**src/hw/bsr_pkg.sv**
```systemverilog
// Constants shared by the bidirectional shift register and its event FIFO
package bsr_pkg;
	localparam int BSR_STAGES = 32;
	localparam int BSR_FIFO_DEPTH = 32;
	localparam int BSR_WORD_W = 5;
	// Event word field positions
	localparam int BSR_F_FALL = 4;
	localparam int BSR_F_DIR = 3;
	localparam int BSR_F_RECIRC = 2;
	localparam int BSR_F_SR = 1;
	localparam int BSR_F_SL = 0;
	// Pin positions in the synchroniser word
	localparam int BSR_P_CLK = 5;
	localparam int BSR_P_INH = 4;
	localparam int BSR_P_DIR = 3;
	localparam int BSR_P_REC = 2;
	localparam int BSR_P_SR = 1;
	localparam int BSR_P_SL = 0;
	// Core cycles after reset before pin edges are trusted
	localparam int BSR_WARM_CYCLES = 3;
	localparam int BSR_FIRST = 0;
	localparam int BSR_LAST = BSR_STAGES - 1;
	localparam logic BSR_OUT_RST = 1'h0;
	localparam logic BSR_SYNC_RST = 1'h0;
	// Core clock, 20 MHz
	localparam int BSR_CLK_PERIOD_NS = 50;
endpackage : bsr_pkg

```
**src/hw/bsr_fifo.sv**
```systemverilog
// Parameterised synchronous FIFO with valid and ready on both sides
module bsr_fifo #(
	parameter int WIDTH = 8,
	parameter int DEPTH = 32
) (
	input wire logic core_clk_in,
	input wire logic arst_n_in,
	input wire logic [WIDTH-1:0] wr_data_in,
	input wire logic wr_valid_in,
	output logic wr_ready_out,
	output logic [WIDTH-1:0] rd_data_out,
	output logic rd_valid_out,
	input wire logic rd_ready_in
);
	localparam int AW = $clog2(DEPTH);
	localparam logic [AW:0] CNT_MAX = (AW+1)'(DEPTH);
	localparam logic [AW-1:0] PTR_LAST = AW'(DEPTH - 1);

	logic [WIDTH-1:0] mem [DEPTH];
	logic [AW-1:0] wr_ptr_ff;
	logic [AW-1:0] rd_ptr_ff;
	logic [AW:0] count_ff;
	wire push = wr_valid_in && wr_ready_out;
	wire pop = rd_valid_out && rd_ready_in;

	assign wr_ready_out = (count_ff != CNT_MAX);
	assign rd_valid_out = (count_ff != '0);
	assign rd_data_out = mem[rd_ptr_ff];

	function automatic logic [AW-1:0] ptr_inc(input logic [AW-1:0] p);
		ptr_inc = (p == PTR_LAST) ? '0 : p + 1'b1;
	endfunction : ptr_inc

	always_ff @(posedge core_clk_in) begin
		if (push) begin
			mem[wr_ptr_ff] <= wr_data_in;
		end
	end

	always_ff @(posedge core_clk_in or negedge arst_n_in) begin
		if (!arst_n_in) begin
			wr_ptr_ff <= '0;
			rd_ptr_ff <= '0;
			count_ff <= '0;
		end else begin
			if (push) begin
				wr_ptr_ff <= ptr_inc(wr_ptr_ff);
			end
			if (pop) begin
				rd_ptr_ff <= ptr_inc(rd_ptr_ff);
			end
			count_ff <= count_ff + (AW+1)'(push) - (AW+1)'(pop);
		end
	end
endmodule : bsr_fifo

```
**src/hw/bsr_shift32.sv**
```systemverilog
// 32-stage left/right static shift register sampled from pins
//
// Behaviour
// - Thirty-two storage stages hold their data for as long as the shift clock stands still.
// - A rising edge loads the shift-right input into stage 1 when direction low, recirculate high, inhibit low.
// - A rising edge loads the shift-left input into stage 32 when direction and recirculate high, inhibit low.
// - Each uninhibited rising edge that finds room in the event queue moves every stage one place, toward 32 for direction low, toward 1 for high.
// - With inhibit high a rising edge changes no stage and no output.
// - With recirculate low stage 32 feeds stage 1 going right, and stage 1 feeds stage 32 going left.
// - Serial outputs take their end stages only on the falling edge after a shift.
// - The shift-left output shows stage 1 and the shift-right output shows stage 32.
module bsr_shift32
	import bsr_pkg::*;
(
	input wire logic core_clk_in,
	input wire logic arst_n_in,
	input wire logic shift_clk_in,
	input wire logic inhibit_in,
	input wire logic dir_left_in,
	input wire logic recirc_in,
	input wire logic sr_data_in,
	input wire logic sl_data_in,
	input wire logic pause_in,
	output logic sl_data_out,
	output logic sr_data_out,
	output logic evt_ready_out
);
	// --------------------------------------------------------------
	// Pin synchronisers
	// --------------------------------------------------------------
	// Pins share one sync depth so data stays aligned with its edge
	localparam int NSYNC = 6;
	logic [NSYNC-1:0] sync1_ff;
	logic [NSYNC-1:0] sync2_ff;
	logic clk_dly_ff;
	wire [NSYNC-1:0] pins = {shift_clk_in, inhibit_in, dir_left_in, recirc_in,
		sr_data_in, sl_data_in};
	wire s_clk = sync2_ff[BSR_P_CLK];
	wire s_inh = sync2_ff[BSR_P_INH];
	wire s_dir = sync2_ff[BSR_P_DIR];
	wire s_rec = sync2_ff[BSR_P_REC];
	wire s_sr = sync2_ff[BSR_P_SR];
	wire s_sl = sync2_ff[BSR_P_SL];

	always_ff @(posedge core_clk_in or negedge arst_n_in) begin
		if (!arst_n_in) begin
			sync1_ff <= {NSYNC{BSR_SYNC_RST}};
		end else begin
			sync1_ff <= pins;
		end
	end

	// Only the second stage is read, never the first
	always_ff @(posedge core_clk_in or negedge arst_n_in) begin
		if (!arst_n_in) begin
			sync2_ff <= {NSYNC{BSR_SYNC_RST}};
		end else begin
			sync2_ff <= sync1_ff;
		end
	end

	always_ff @(posedge core_clk_in or negedge arst_n_in) begin
		if (!arst_n_in) begin
			clk_dly_ff <= BSR_SYNC_RST;
		end else begin
			clk_dly_ff <= s_clk;
		end
	end

	// --------------------------------------------------------------
	// Start-up guard
	// --------------------------------------------------------------
	// Sync flops reset low, so a pin held high across reset would look like
	// a rising edge; the first level seen is taken as the idle level instead
	localparam logic [1:0] WARM_DONE = 2'(BSR_WARM_CYCLES);
	logic [1:0] warm_ff;
	wire warm = (warm_ff == WARM_DONE);

	always_ff @(posedge core_clk_in or negedge arst_n_in) begin
		if (!arst_n_in) begin
			warm_ff <= 2'h0;
		end else if (!warm) begin
			warm_ff <= warm_ff + 2'h1;
		end
	end

	// --------------------------------------------------------------
	// Edge events into the FIFO
	// --------------------------------------------------------------
	function automatic logic edge_seen(
		input logic now_lvl,
		input logic old_lvl,
		input logic upward
	);
		edge_seen = upward ? (now_lvl && !old_lvl) : (!now_lvl && old_lvl);
	endfunction : edge_seen

	wire rise = warm && edge_seen(s_clk, clk_dly_ff, 1'h1);
	wire fall = warm && edge_seen(s_clk, clk_dly_ff, 1'h0);
	// Inhibited rising edges never become events
	wire evt_valid = (rise && !s_inh) || fall;

	// --------------------------------------------------------------
	// Event word
	// --------------------------------------------------------------
	logic [BSR_WORD_W-1:0] evt_word;
	always_comb begin
		evt_word = '0;
		evt_word[BSR_F_FALL] = fall;
		evt_word[BSR_F_DIR] = s_dir;
		evt_word[BSR_F_RECIRC] = s_rec;
		evt_word[BSR_F_SR] = s_sr;
		evt_word[BSR_F_SL] = s_sl;
	end

	// --------------------------------------------------------------
	// Event queue
	// --------------------------------------------------------------
	// Edges arriving while the queue is full are dropped, never stalled
	logic fifo_wr_ready;
	logic [BSR_WORD_W-1:0] q_word;
	logic q_valid;
	wire q_pop = q_valid && !pause_in;

	bsr_fifo #(
		.WIDTH(BSR_WORD_W),
		.DEPTH(BSR_FIFO_DEPTH)
	) u_fifo (
		.core_clk_in(core_clk_in),
		.arst_n_in(arst_n_in),
		.wr_data_in(evt_word),
		.wr_valid_in(evt_valid),
		.wr_ready_out(fifo_wr_ready),
		.rd_data_out(q_word),
		.rd_valid_out(q_valid),
		.rd_ready_in(!pause_in)
	);

	// --------------------------------------------------------------
	// Shift engine
	// --------------------------------------------------------------
	// No reset on the chain: contents are unknown until filled
	logic [BSR_STAGES-1:0] stage_ff;
	logic shifted_ff;
	logic sl_out_ff;
	logic sr_out_ff;
	logic ready_ff;

	// Serial pin when recirculate is high, the far end stage when low
	function automatic logic fill_bit(
		input logic take_pin,
		input logic pin_bit,
		input logic end_bit
	);
		fill_bit = take_pin ? pin_bit : end_bit;
	endfunction : fill_bit

	// Rises shift the chain, falls update the outputs
	wire q_fall = q_word[BSR_F_FALL];
	wire q_left = q_word[BSR_F_DIR];
	wire q_rec = q_word[BSR_F_RECIRC];
	wire do_shift = q_pop && !q_fall;
	wire do_out = q_pop && q_fall && shifted_ff;

	// --------------------------------------------------------------
	// Input bit selection
	// --------------------------------------------------------------
	wire right_in = fill_bit(q_rec, q_word[BSR_F_SR], stage_ff[BSR_LAST]);
	wire left_in = fill_bit(q_rec, q_word[BSR_F_SL], stage_ff[BSR_FIRST]);
	wire [BSR_STAGES-1:0] nxt_right = {stage_ff[BSR_LAST-1:BSR_FIRST], right_in};
	wire [BSR_STAGES-1:0] nxt_left = {left_in, stage_ff[BSR_LAST:BSR_FIRST+1]};
	wire [BSR_STAGES-1:0] nxt_stage = q_left ? nxt_left : nxt_right;

	// --------------------------------------------------------------
	// Stage chain
	// --------------------------------------------------------------
	// No reset branch, so the chain maps onto plain flops
	always_ff @(posedge core_clk_in) begin
		if (do_shift) begin
			stage_ff <= nxt_stage;
		end
	end

	// --------------------------------------------------------------
	// Fall tracking and serial outputs
	// --------------------------------------------------------------
	// A fall with no shift since the last one leaves both outputs alone
	always_ff @(posedge core_clk_in or negedge arst_n_in) begin
		if (!arst_n_in) begin
			shifted_ff <= 1'h0;
		end else if (do_shift) begin
			shifted_ff <= 1'h1;
		end else if (q_pop && q_fall) begin
			shifted_ff <= 1'h0;
		end
	end

	// Both ends move on the same fall so a cascade sees one edge
	always_ff @(posedge core_clk_in or negedge arst_n_in) begin
		if (!arst_n_in) begin
			sl_out_ff <= BSR_OUT_RST;
			sr_out_ff <= BSR_OUT_RST;
		end else if (do_out) begin
			sl_out_ff <= stage_ff[BSR_FIRST];
			sr_out_ff <= stage_ff[BSR_LAST];
		end
	end

	// --------------------------------------------------------------
	// Queue status
	// --------------------------------------------------------------
	// One cycle late, traded for an output straight from a flop
	always_ff @(posedge core_clk_in or negedge arst_n_in) begin
		if (!arst_n_in) begin
			ready_ff <= 1'h1;
		end else begin
			ready_ff <= fifo_wr_ready;
		end
	end

	assign sl_data_out = sl_out_ff;
	assign sr_data_out = sr_out_ff;
	assign evt_ready_out = ready_ff;
endmodule : bsr_shift32

```
**config.mk**
```make
export PLATFORM = sky130hd
export DESIGN_NAME = bsr_shift32
export DESIGN_NICKNAME = d
export VERILOG_FILES = /design/src/hw/bsr_pkg.sv /design/src/hw/bsr_fifo.sv /design/src/hw/bsr_shift32.sv
export SDC_FILE = /design/constraint.sdc
export NUM_CORES = 1
export LEC_CHECK = 0
export ABC_AREA = 1
export BUFFER_PORTS_ARGS = -buffer_cell sky130_fd_sc_hd__buf_2
export CORE_UTILIZATION = 30
export DETAILED_ROUTE_END_ITERATION = 8
export HOLD_SLACK_MARGIN = 0.02
export PLACE_DENSITY = 0.44
export SLEW_MARGIN = 30
export SYNTH_ARGS = -nofsm -noshare
export SYNTH_HDL_FRONTEND = slang
export SYNTH_SLANG_ARGS = --single-unit
```
**constraint.sdc**
```tcl
create_clock -name core_clk_in -period 4.3 [get_ports core_clk_in]
set_input_delay 0.43 -clock core_clk_in [delete_from_list [all_inputs] [get_ports core_clk_in]]
set_output_delay 0.43 -clock core_clk_in [all_outputs]
set_load 0.03 [all_outputs]
```
### After elaboration in Yosys (flattened, before gate mapping)

Memory sizes are Yosys's and may differ from the RTL's.
Cells that the tools add are included.
Widths: inputs -> output; s select.

| storage, ports and cells | value |
|---|---|
| bits in registers | 67 |
| latch bits | 0 |
| RAM bits | 160 |
| ROM bits | 0 |
| input bits | 9 |
| output and inout bits | 3 |
| memories | 1 |

| cells by class | value |
|---|---|
| $add $sub $neg | 5 |
| multipliers | 0 |
| div/mod/pow operators | 0 |
| magnitude comparators | 0 |
| equality and inequality tests | 4 |
| shifts and indexed selects | 0 |
| mux-type cells | 9 |
| bitwise gates (word level) | 0 |
| reduce and logical (&&, ||, !) cells | 18 |

Memories:

| memory | words | width | rd ports | clocked after Yosys merged registers in | wr ports | line | text |
|---|---|---|---|---|---|---|---|
| u_fifo.mem | 32 | 5 | 1 | 0 | 1 | bsr_fifo.sv:19 | `logic [WIDTH-1:0] mem [DEPTH];` |

Operator list:

| kind | count |
|---|---|
| $mux 32 | 1 |
| $add 5x1->5 const B | 2 |
| $eq 5x5->1 const B | 2 |
| $logic_and 1x1->1 | 10 |
| $mux 5 | 2 |
| $add 6x1->6 | 1 |
| $mux 1 | 6 |
| $ne 6x6->1 const B | 1 |
| $reduce_bool 6->1 | 1 |
| $sub 6x1->6 | 1 |
| $logic_not 1->1 | 5 |
| $add 2x1->2 const B | 1 |
| $eq 2x2->1 const B | 1 |
| $reduce_bool 2->1 | 1 |
| $logic_or 1x1->1 | 1 |

### Logic depth before layout (Yosys ltp)

Gate-level depths: netlist of run 1.

| logic depth | value |
|---|---|
| word-level depth | 8 |
| mapped depth | 15 |

### Cells and area by module

Synthesis of run 1 repeated with hierarchy kept, for this count alone.

| second synthesis, totals | value |
|---|---|
| cells, all modules | 953 |
| area, all modules | 9933.3 um2 |

By module, submodules not included:

| module | instances | cells an instance | area each (um2) |
|---|---|---|---|
| bsr_fifo | 1 | 766 | 7878.8 |
| bsr_shift32 | 1 | 187 | 2054.5 |

### Worst setup path before layout of run 1

No wires, ideal clock.

| timing | value |
|---|---|
| path kind | register -> register |
| start point | reg warm_ff[0] |
| end point | reg u_fifo.count_ff[4] |
| arrival | 3211 ps |
| data required time | 4175 ps |
| path slack | 964 ps |
| stages on the path, launching flop included | 14 |
| buffers on the path | 1 |
| period minus slack after synthesis | 3336 ps |
| cells stage by stage | dfrtp_1 ha_1 inv_1 nor3_1 o21bai_1 nand2_1 inv_2 buf_4 ha_1 fa_1 a21oi_1 nor2_1 nor2_1 xor2_1 |

| on the way | value |
|---|---|
| elaborated cells between the ends (all ways) | 8 |
| those cells by class | add/sub (2); eq/ne (1); reduce/logical (5) |

RTL lines:

| element | line | text |
|---|---|---|
| start, declared | bsr_shift32.sv:76 | `logic [1:0] warm_ff;` |
| start signal, assigned | bsr_shift32.sv:83 | `warm_ff <= warm_ff + 2'h1;` |
| $eq 2x2->1 | bsr_shift32.sv:77 | `wire warm = (warm_ff == WARM_DONE);` |
| $logic_and 1x1->1 | bsr_shift32.sv:99 | `wire fall = warm && edge_seen(s_clk, clk_dly_ff, 1'h0);` |
| net fall | bsr_shift32.sv:99 |  |
| $logic_or 1x1->1 | bsr_shift32.sv:101 | `wire evt_valid = (rise && !s_inh) \|\| fall;` |
| $logic_and 1x1->1 | bsr_fifo.sv:23 | `wire push = wr_valid_in && wr_ready_out;` |
| net u_fifo.push | bsr_fifo.sv:23 |  |
| $add 6x1->6 | bsr_fifo.sv:52 | `count_ff <= count_ff + (AW+1)'(push) - (AW+1)'(pop);` |
| $sub 6x1->6 | bsr_fifo.sv:52 |  |
| end signal, assigned | bsr_fifo.sv:52 |  |
| end, declared | bsr_fifo.sv:22 | `logic [AW:0] count_ff;` |

The timed path passes the listed nets, and every way through them passes these cells.
A chain may end at the register's enable or synchronous reset.

### Final worst setup path of run 1

| timing | value |
|---|---|
| start point | reg warm_ff[0] |
| end point | mem u_fifo.mem[9][1] (netlist bit), enable pin |

| on the way | value |
|---|---|
| elaborated cells between the ends (all ways) | 8 |
| those cells by class | eq/ne (1); mux (2); reduce/logical (5) |

RTL lines:

| element | line | text |
|---|---|---|
| $eq 2x2->1 | bsr_shift32.sv:77 |  |
| $logic_and 1x1->1 | bsr_shift32.sv:99 |  |
| net fall | bsr_shift32.sv:99 |  |
| $logic_or 1x1->1 | bsr_shift32.sv:101 |  |
| $logic_and 1x1->1 | bsr_fifo.sv:23 |  |
| $mux 1 | bsr_fifo.sv:35 | `if (push) begin` |
| $mux 1 (not written as such) | bsr_fifo.sv:36 | `mem[wr_ptr_ff] <= wr_data_in;` |
| end, declared | bsr_fifo.sv:19 |  |

The timed path passes the listed nets, and every way through them passes these cells.

==> results of run 1 <==
==> report_power, final <==
part | switching [W] | internal, W | total, W | leakage, nW
clock | 0.000872 | 0.00144 | 0.00231 | 0.442
sequential | 0.000190 | 0.00288 | 0.00307 | 2.16
combinational | 0.00176 | 0.000737 | 0.00249 | 1.86
total | 0.00282 | 0.00505 | 0.00787 | 4.46
==> path summary, 6_finish.rpt <==
| check | end | cells past startpoint | slack, ps | from |
|---|---|---|---|---|
| max in group asynchronous | u_fifo.rd_ptr_ff[0] | 1 | 3730 | arst_n_in |
| min in group core_clk_in | sync2_ff[5] | 0 | 350 | sync1_ff[5] |
| min | u_fifo.count_ff[2] | 1 | -1 | arst_n_in |
| max reg2reg | u_fifo.mem[9][1] | 9 | 1360 | warm_ff[0] |
| max | u_fifo.mem[9][1] | 9 | 1360 | warm_ff[0] |
| min reg2reg | sync2_ff[5] | 0 | 350 | sync1_ff[5] |
==> per-stage QoR <==
stage	power [W]	worst slack (ps)	instance area (sq um)
after CTS	0.00797	1340	11300
after global placement	0.00562	1430	10300
final	0.00787	1360	11300
after floorplan	0.00509	964	9950
after global routing	0.00840	1040	11300
after detailed placement	0.00562	1370	10400
==> metal layers <==
layer / track usage (%) / wire length (um)
met1: 19.3 / 11000
met2: 23.1 / 10600
met3: 1.88 / 688
met4: 3.40 / 451
met5: 0 / 0
==> synth_stat cells (5+ instances only) <==
cell type,count,area [sq um]
o21ai_0,33,165
buf_6,15,169
nand3_2,5,50.1
buf_4,5,37.5
dfrtp_1,34,851
nor2_1,85,319
a21oi_1,10,50.1
xor2_1,6,52.6
edfxtp_1,192,5770
o21ai_1,35,175
nand3_1,103,515
ha_1,17,213
nand2_1,217,815
buf_2,12,60.1
inv_1,96,360
nor3_1,13,65.1
==> sequential cells by signal (all words and copies together) (netlist names), 2 cells and up <==
signal and count:
warm_ff 2, stage_ff 32, sync1_ff 6, u_fifo.mem 160, u_fifo.wr_ptr_ff 5, sync2_ff 6, u_fifo.count_ff 6, u_fifo.rd_ptr_ff 5
==> final cells by class <==
| cell class | instances | share of cell area, % |
|---|---|---|
| sequential | 227 | 58.7 |
| clock inverter | 17 | 1.88 |
| timing repair buffer | 32 | 2.01 |
| inverter | 100 | 3.36 |
| tap | 442 | 4.89 |
| clock buffer | 30 | 6.07 |
| multi-input combinational | 547 | 23.1 |
==> what timing repair did <==
item / in CTS / in global routing
endpoints found under the hold margin: 6 / 0
hold buffers: 6 / 0
resized for setup: 0 / 0
buffers inserted: 0 / 0
==> placed cells by master, fill, tap and decap left out, types with 11 or more instances in the layout <==
master | Yosys | layout
o21ai_1 | 35 | 35
nor2_1 | 85 | 85
buf_2 | 12 | 11
buf_4 | 5 | 15
edfxtp_1 | 192 | 192
nand2_1 | 217 | 217
nand3_1 | 103 | 103
clkbuf_16 | 0 | 27
ha_1 | 17 | 17
inv_1 | 96 | 96
o21ai_0 | 33 | 33
dfrtp_1 | 34 | 33
==> worst max-delay path, stage by stage (launching register included) <==
cell      delay, ps
dfrtp_1         360
ha_1            230
inv_1            80
nor3_2          100
buf_4           370
o21bai_1        170
nand2_1         170
inv_2           220
nand2_1         380
nor2_1          480
==> cell families after synthesis <==
| family | count (synthesis) | synth area share [%] |
|---|---|---|
| AOI/OAI and AO/OA | 85 | 4.52 |
| xor gates and xnor gates | 7 | 0.616 |
| adders and majority gates | 18 | 2.34 |
| buffers and inverters | 140 | 7.08 |
| DFF | 227 | 66.8 |
| and+or+nand+nor | 437 | 18.7 |
==> metrics.md, run 1 <==
| Metric | Value |
|---|---|
| Failing checks | negative hold slack |
| Layout Utilization | 34.7% |
| Row cnt | 66 |
| Root Buffer Master | clkbuf_16 |
| Avg WL per Cell | 16.4 um |
| Core box area | 32600 sq um |
| CTS tree | yes |
| Dpl hpwl | 14100 um |
| Die ar. | 33900 sq um |
| Gate Count Post-Synth | 914 |
| TritonCTS buffer count | 26 |
| Routability Congestion | 0.756 |
| Fin cells | 1395 |
| Initial antenna violation count | 0 |
| Final Hold Vio Count | 4 |
| Sequential fraction of the synthesis area | 66.8% |
| GRT Resource Usage Total | 13.9% |
| RSZ-0062 raised after global routing | false |
| Top FF cell, synth | edfxtp_1 |
| Worst Setup End Kind | flop |
| Layout Nets | 961 |
| Max Fclk | 0.340 GHz |
| CP arrival | 3100 ps |
| Input/output buffers | 11 |
| Htree depth | 1 |
| Starting density of the core | 30.5% |
| Die Y | 184 um |
| Clock-pin slew on the worst setup and hold paths | 60 ps |
| HP Class | input port to async pin |
| Slew margin rel. | 40.6% |
| Vias in the first global route | 6247 |
| Area growth, synth to finish | 13.8% |
| ANT cells | 0 |
| 1st-iter DRT viols | 474 |
| Post-synthesis cell area | 9950 sq um |
| Critical path type | flop to flop |
| Setup crit start kind | flop |
| Area of the multi-input gates | 2610 sq um |
| Pin count of the biggest net entering global routing | 68 |
| Post-synth ARST share | 15.4% |
| Post-route DRC | 0 |
| Detail Route Antenna Nets | 0 |
| Worst VDD drop | 345 uV |
| Leakage power | 4.46 nW |
| Tmin final | 2940 ps |
| Max Cap Viol | 0 |
| Post-route setup TNS | 0 ps |
| Yosys cell types | 35 |
| Final period utilization | 68.4% |
| Number of primary I/O pins | 12 |
| Worst-Margin Slew | 884 ps |
| Filler cells | 3266 |
| Via count | 6225 |
| CTS Sinks | 227 |
| CP Data Required Time | 4460 ps |
| Synth Warn # | 0 |
| Layout cell share with drive strength beyond 1 | 9.65% |
| Synthesized net count | 941 |
| Pwr dens | 696 nW/um^2 |
| Worst-path fanout max | 33 |
| Post-synth EDFFs | 192 |
| Clk_skew | 20.5 ps |
| FF/Latch Area | 6640 sq um |
| Drt via density | 4.46 |
| TritonRoute pass-1 iters | 5 |
| Die width | 184 um |
| GRT overflow | 0 |
| Yosys reg bits | 227 |
| Final Max Tran Viols | 0 |
| Clk buf depth | 3 |
| Synth Area per Inst | 10.9 sq um |
| Status | complete, but fails checks |
| First-pass GRT wire length | 36200 um |
| Drt total wl | 22800 um |
| Endpoints failing setup | 0 |
| Placed Cells | 1342 |
| Hold Slack | -1.03 ps |
| Clk_lat worst skew | 520 ps |
Note: power is estimated with default switching activity, not from simulation.
==> run 2, diff against run 1 <==
==> constraint.sdc (replaced) <==
create_clock -name core_clk_in -period 2.95 [get_ports core_clk_in]
set_input_delay 0.295 -clock core_clk_in [delete_from_list [all_inputs] [get_ports core_clk_in]]
set_output_delay 0.295 -clock core_clk_in [all_outputs]
set_load 0.03 [all_outputs]
==> run 2 against run 1 <==
The flow now finishes without violations. Register-to-register slack worse by 970 ps. First-iteration DRC count grew 13%. Sequential share of layout area is 0.47 points lower. Core utilization is 0.30 points higher. Fmax grew 15%. Critical path depth shrank 1. Setup slack worse by 970 ps. Via count is 1.7% higher. Total power increased by 49%. Hold slack better by 220 ps. Clock power increased by 42%. Largest power group unchanged. Highest routed layer unchanged.
==> metrics.md, run 2 (synthesis gave the netlist of run 1 again) <==
| Metric | Value |
|---|---|
| Highest routed layer | met4 |
| Drt via density | 4.51 |
| Critical path type | flop to flop |
| Leakage power | 4.51 nW |
| GRT Resource Usage Total | 14.5% |
| Input/output buffers | 11 |
| Crit path from | warm_ff[0] |
| Die width | 184 um |
| Clock-pin slew on the worst setup and hold paths | 60 ps |
| Layout cell share with drive strength beyond 1 | 10.1% |
| RR Startpoint | warm_ff[0] |
| Clk buf depth | 3 |
| CP max stage delay | 510 ps |
| TritonRoute pass-1 iters | 6 |
| Clk_skew | 11.7 ps |
| GRT overflow | 0 |
| Tmin final | 2560 ps |
| Most flops, register | u_fifo.mem |
| Dpl hpwl | 14700 um |
| Area growth, synth to finish | 14.8% |
| Post-route cell area | 11400 sq um |
| Post-route setup TNS | 0 ps |
| Layout Nets | 969 |
| Htree depth | 1 |
| HP Class | input port to flop |
| Starting density of the core | 30.5% |
| Row cnt | 66 |
| Wire length on met3 | 776 um |
| Cell mode on critical path | nand2_1 |
| Final period utilization | 86.8% |
| Post-CTS sizing | 0 |
| Drt total wl | 23900 um |
| DR WL met2 | 10600 um |
| Setup crit start kind | flop |
| Max Fclk | 0.391 GHz |
| Worst-path fanout max | 14 |
| First-pass GRT wire length | 36900 um |
| Avg WL per Cell | 17.0 um |
| CTS tree | yes |
| Pin count of the biggest net entering global routing | 52 |
| CP arrival | 2720 ps |
| Top Registers | u_fifo.mem: 160 flops, stage_ff: 32 flops |
| ANT cells | 0 |
| Post-route DRC | 0 |
| RSZ-0062 raised after global routing | false |
| Core box area | 32600 sq um |
| Hold_sp | pause_in |
| CP Cell Sequence | ha_1, inv_1, nor3_4, o21bai_1, nand2_1, inv_2, nand2_1, nor2_1 |
| Routability Congestion | 0.797 |
| Number of primary I/O pins | 12 |
| Worst-Margin Slew | 817 ps |
| 1st-iter DRT viols | 536 |
| Most frequent cells in the layout | nand2_1, edfxtp_1, nand3_1 |
| Vias in the first global route | 6321 |
| Final Hold Vio Count | 0 |
| Status | finished clean |
| Slowest CP cell | nor2_1 |
| Worst Setup End Kind | flop |
| Max Cap Viol | 0 |
| TritonCTS buffer count | 26 |
| Number of flip-flops in the largest register | 160 |
| Slew margin rel. | 45.6% |
| Final Max Tran Viols | 0 |
| CTS Sinks | 227 |
| CP Data Required Time | 3110 ps |
| Initial antenna violation count | 0 |
| Root Buffer Master | clkbuf_16 |
| Worst VDD drop | 507 uV |
| Via count | 6331 |
| Most common cell after layout, fill and taps aside | nand2_1 |
| DP Area | 10500 sq um |
| Endpoints failing setup | 0 |
| Met1 WL | 11700 um |
| Die Y | 184 um |
| Detail Route Antenna Nets | 0 |
| Clk_lat worst skew | 520 ps |
| Die ar. | 33900 sq um |
| Pwr dens | 1030 nW/um^2 |
==> run 2: cell types whose count changed in the layout (fill, tap and decap cells not counted), sizes merged <==
cell	delta
bufinv	-1
dlygate4sd3	+1
buf	+7
clkinv	+1
inv	+1
clkinvlp	-1
==> run 2: path summary, 6_finish.rpt <==
kind / to / slack [ps] / cells after the start
min: u_fifo.rd_ptr_ff[2] / 220 / 5
max: u_fifo.mem[28][0] / 390 / 8
min reg2reg: sync2_ff[2] / 350 / 0
min in group asynchronous: clk_dly_ff / 410 / 2
max in group asynchronous: u_fifo.rd_ptr_ff[0] / 1980 / 2
max reg2reg: u_fifo.mem[28][0] / 390 / 8
==> run 2: timing repair <==
action	CTS	global route
hold endpoints to repair	40	0
hold buffers	7	0
buffers inserted	0	0
==> run 2: metal layers <==
metal	up-vias	global-route usage [%]
met3	51	1.98
met1	3034	20.3
li1	3122	-
met4	0	5.27
met2	124	22.7
met5	-	0
==> run 2: report_power, final <==
group          switching, W  total (W)  internal [W]
Sequential         0.000257    0.00445       0.00419
Clock               0.00127    0.00328       0.00201
Combinational       0.00269    0.00398       0.00129
==> run 2: cell type report <==
type | count | area [sq um]
clock buffers | 30 | 687
clock inverters | 17 | 185
fillers | 3237 | 21200
inverters | 100 | 380
multi-input cells | 547 | 2610
flip-flops and latches | 227 | 6650
well taps | 442 | 553
repair buffers | 40 | 353
==> run 2: worst max-delay path: cells and delay by family, from the launching register on <==
| family | cells | cell delay [ps] |
|---|---|---|
| AO/OA/AOI/OAI | 1 | 130 |
| adder cells (fa/ha/maj) | 1 | 230 |
| buffers and inverters | 2 | 310 |
| flip-flops | 1 | 360 |
| AND/OR/NAND/NOR | 4 | 1170 |
==> run 2: through the flow <==
step	util [%]	hold WS [ps]	power, W	setup slack [ps]	instances
floorplan	-	-0.591	0.00742	183	914
global placement	32.1	333	0.00850	506	1349
detailed placement	32.1	335	0.00850	411	1349
CTS	35.0	210	0.0118	398	1403
global route	35.0	257	0.0124	170	1403
finish	35.0	221	0.0117	390	1403
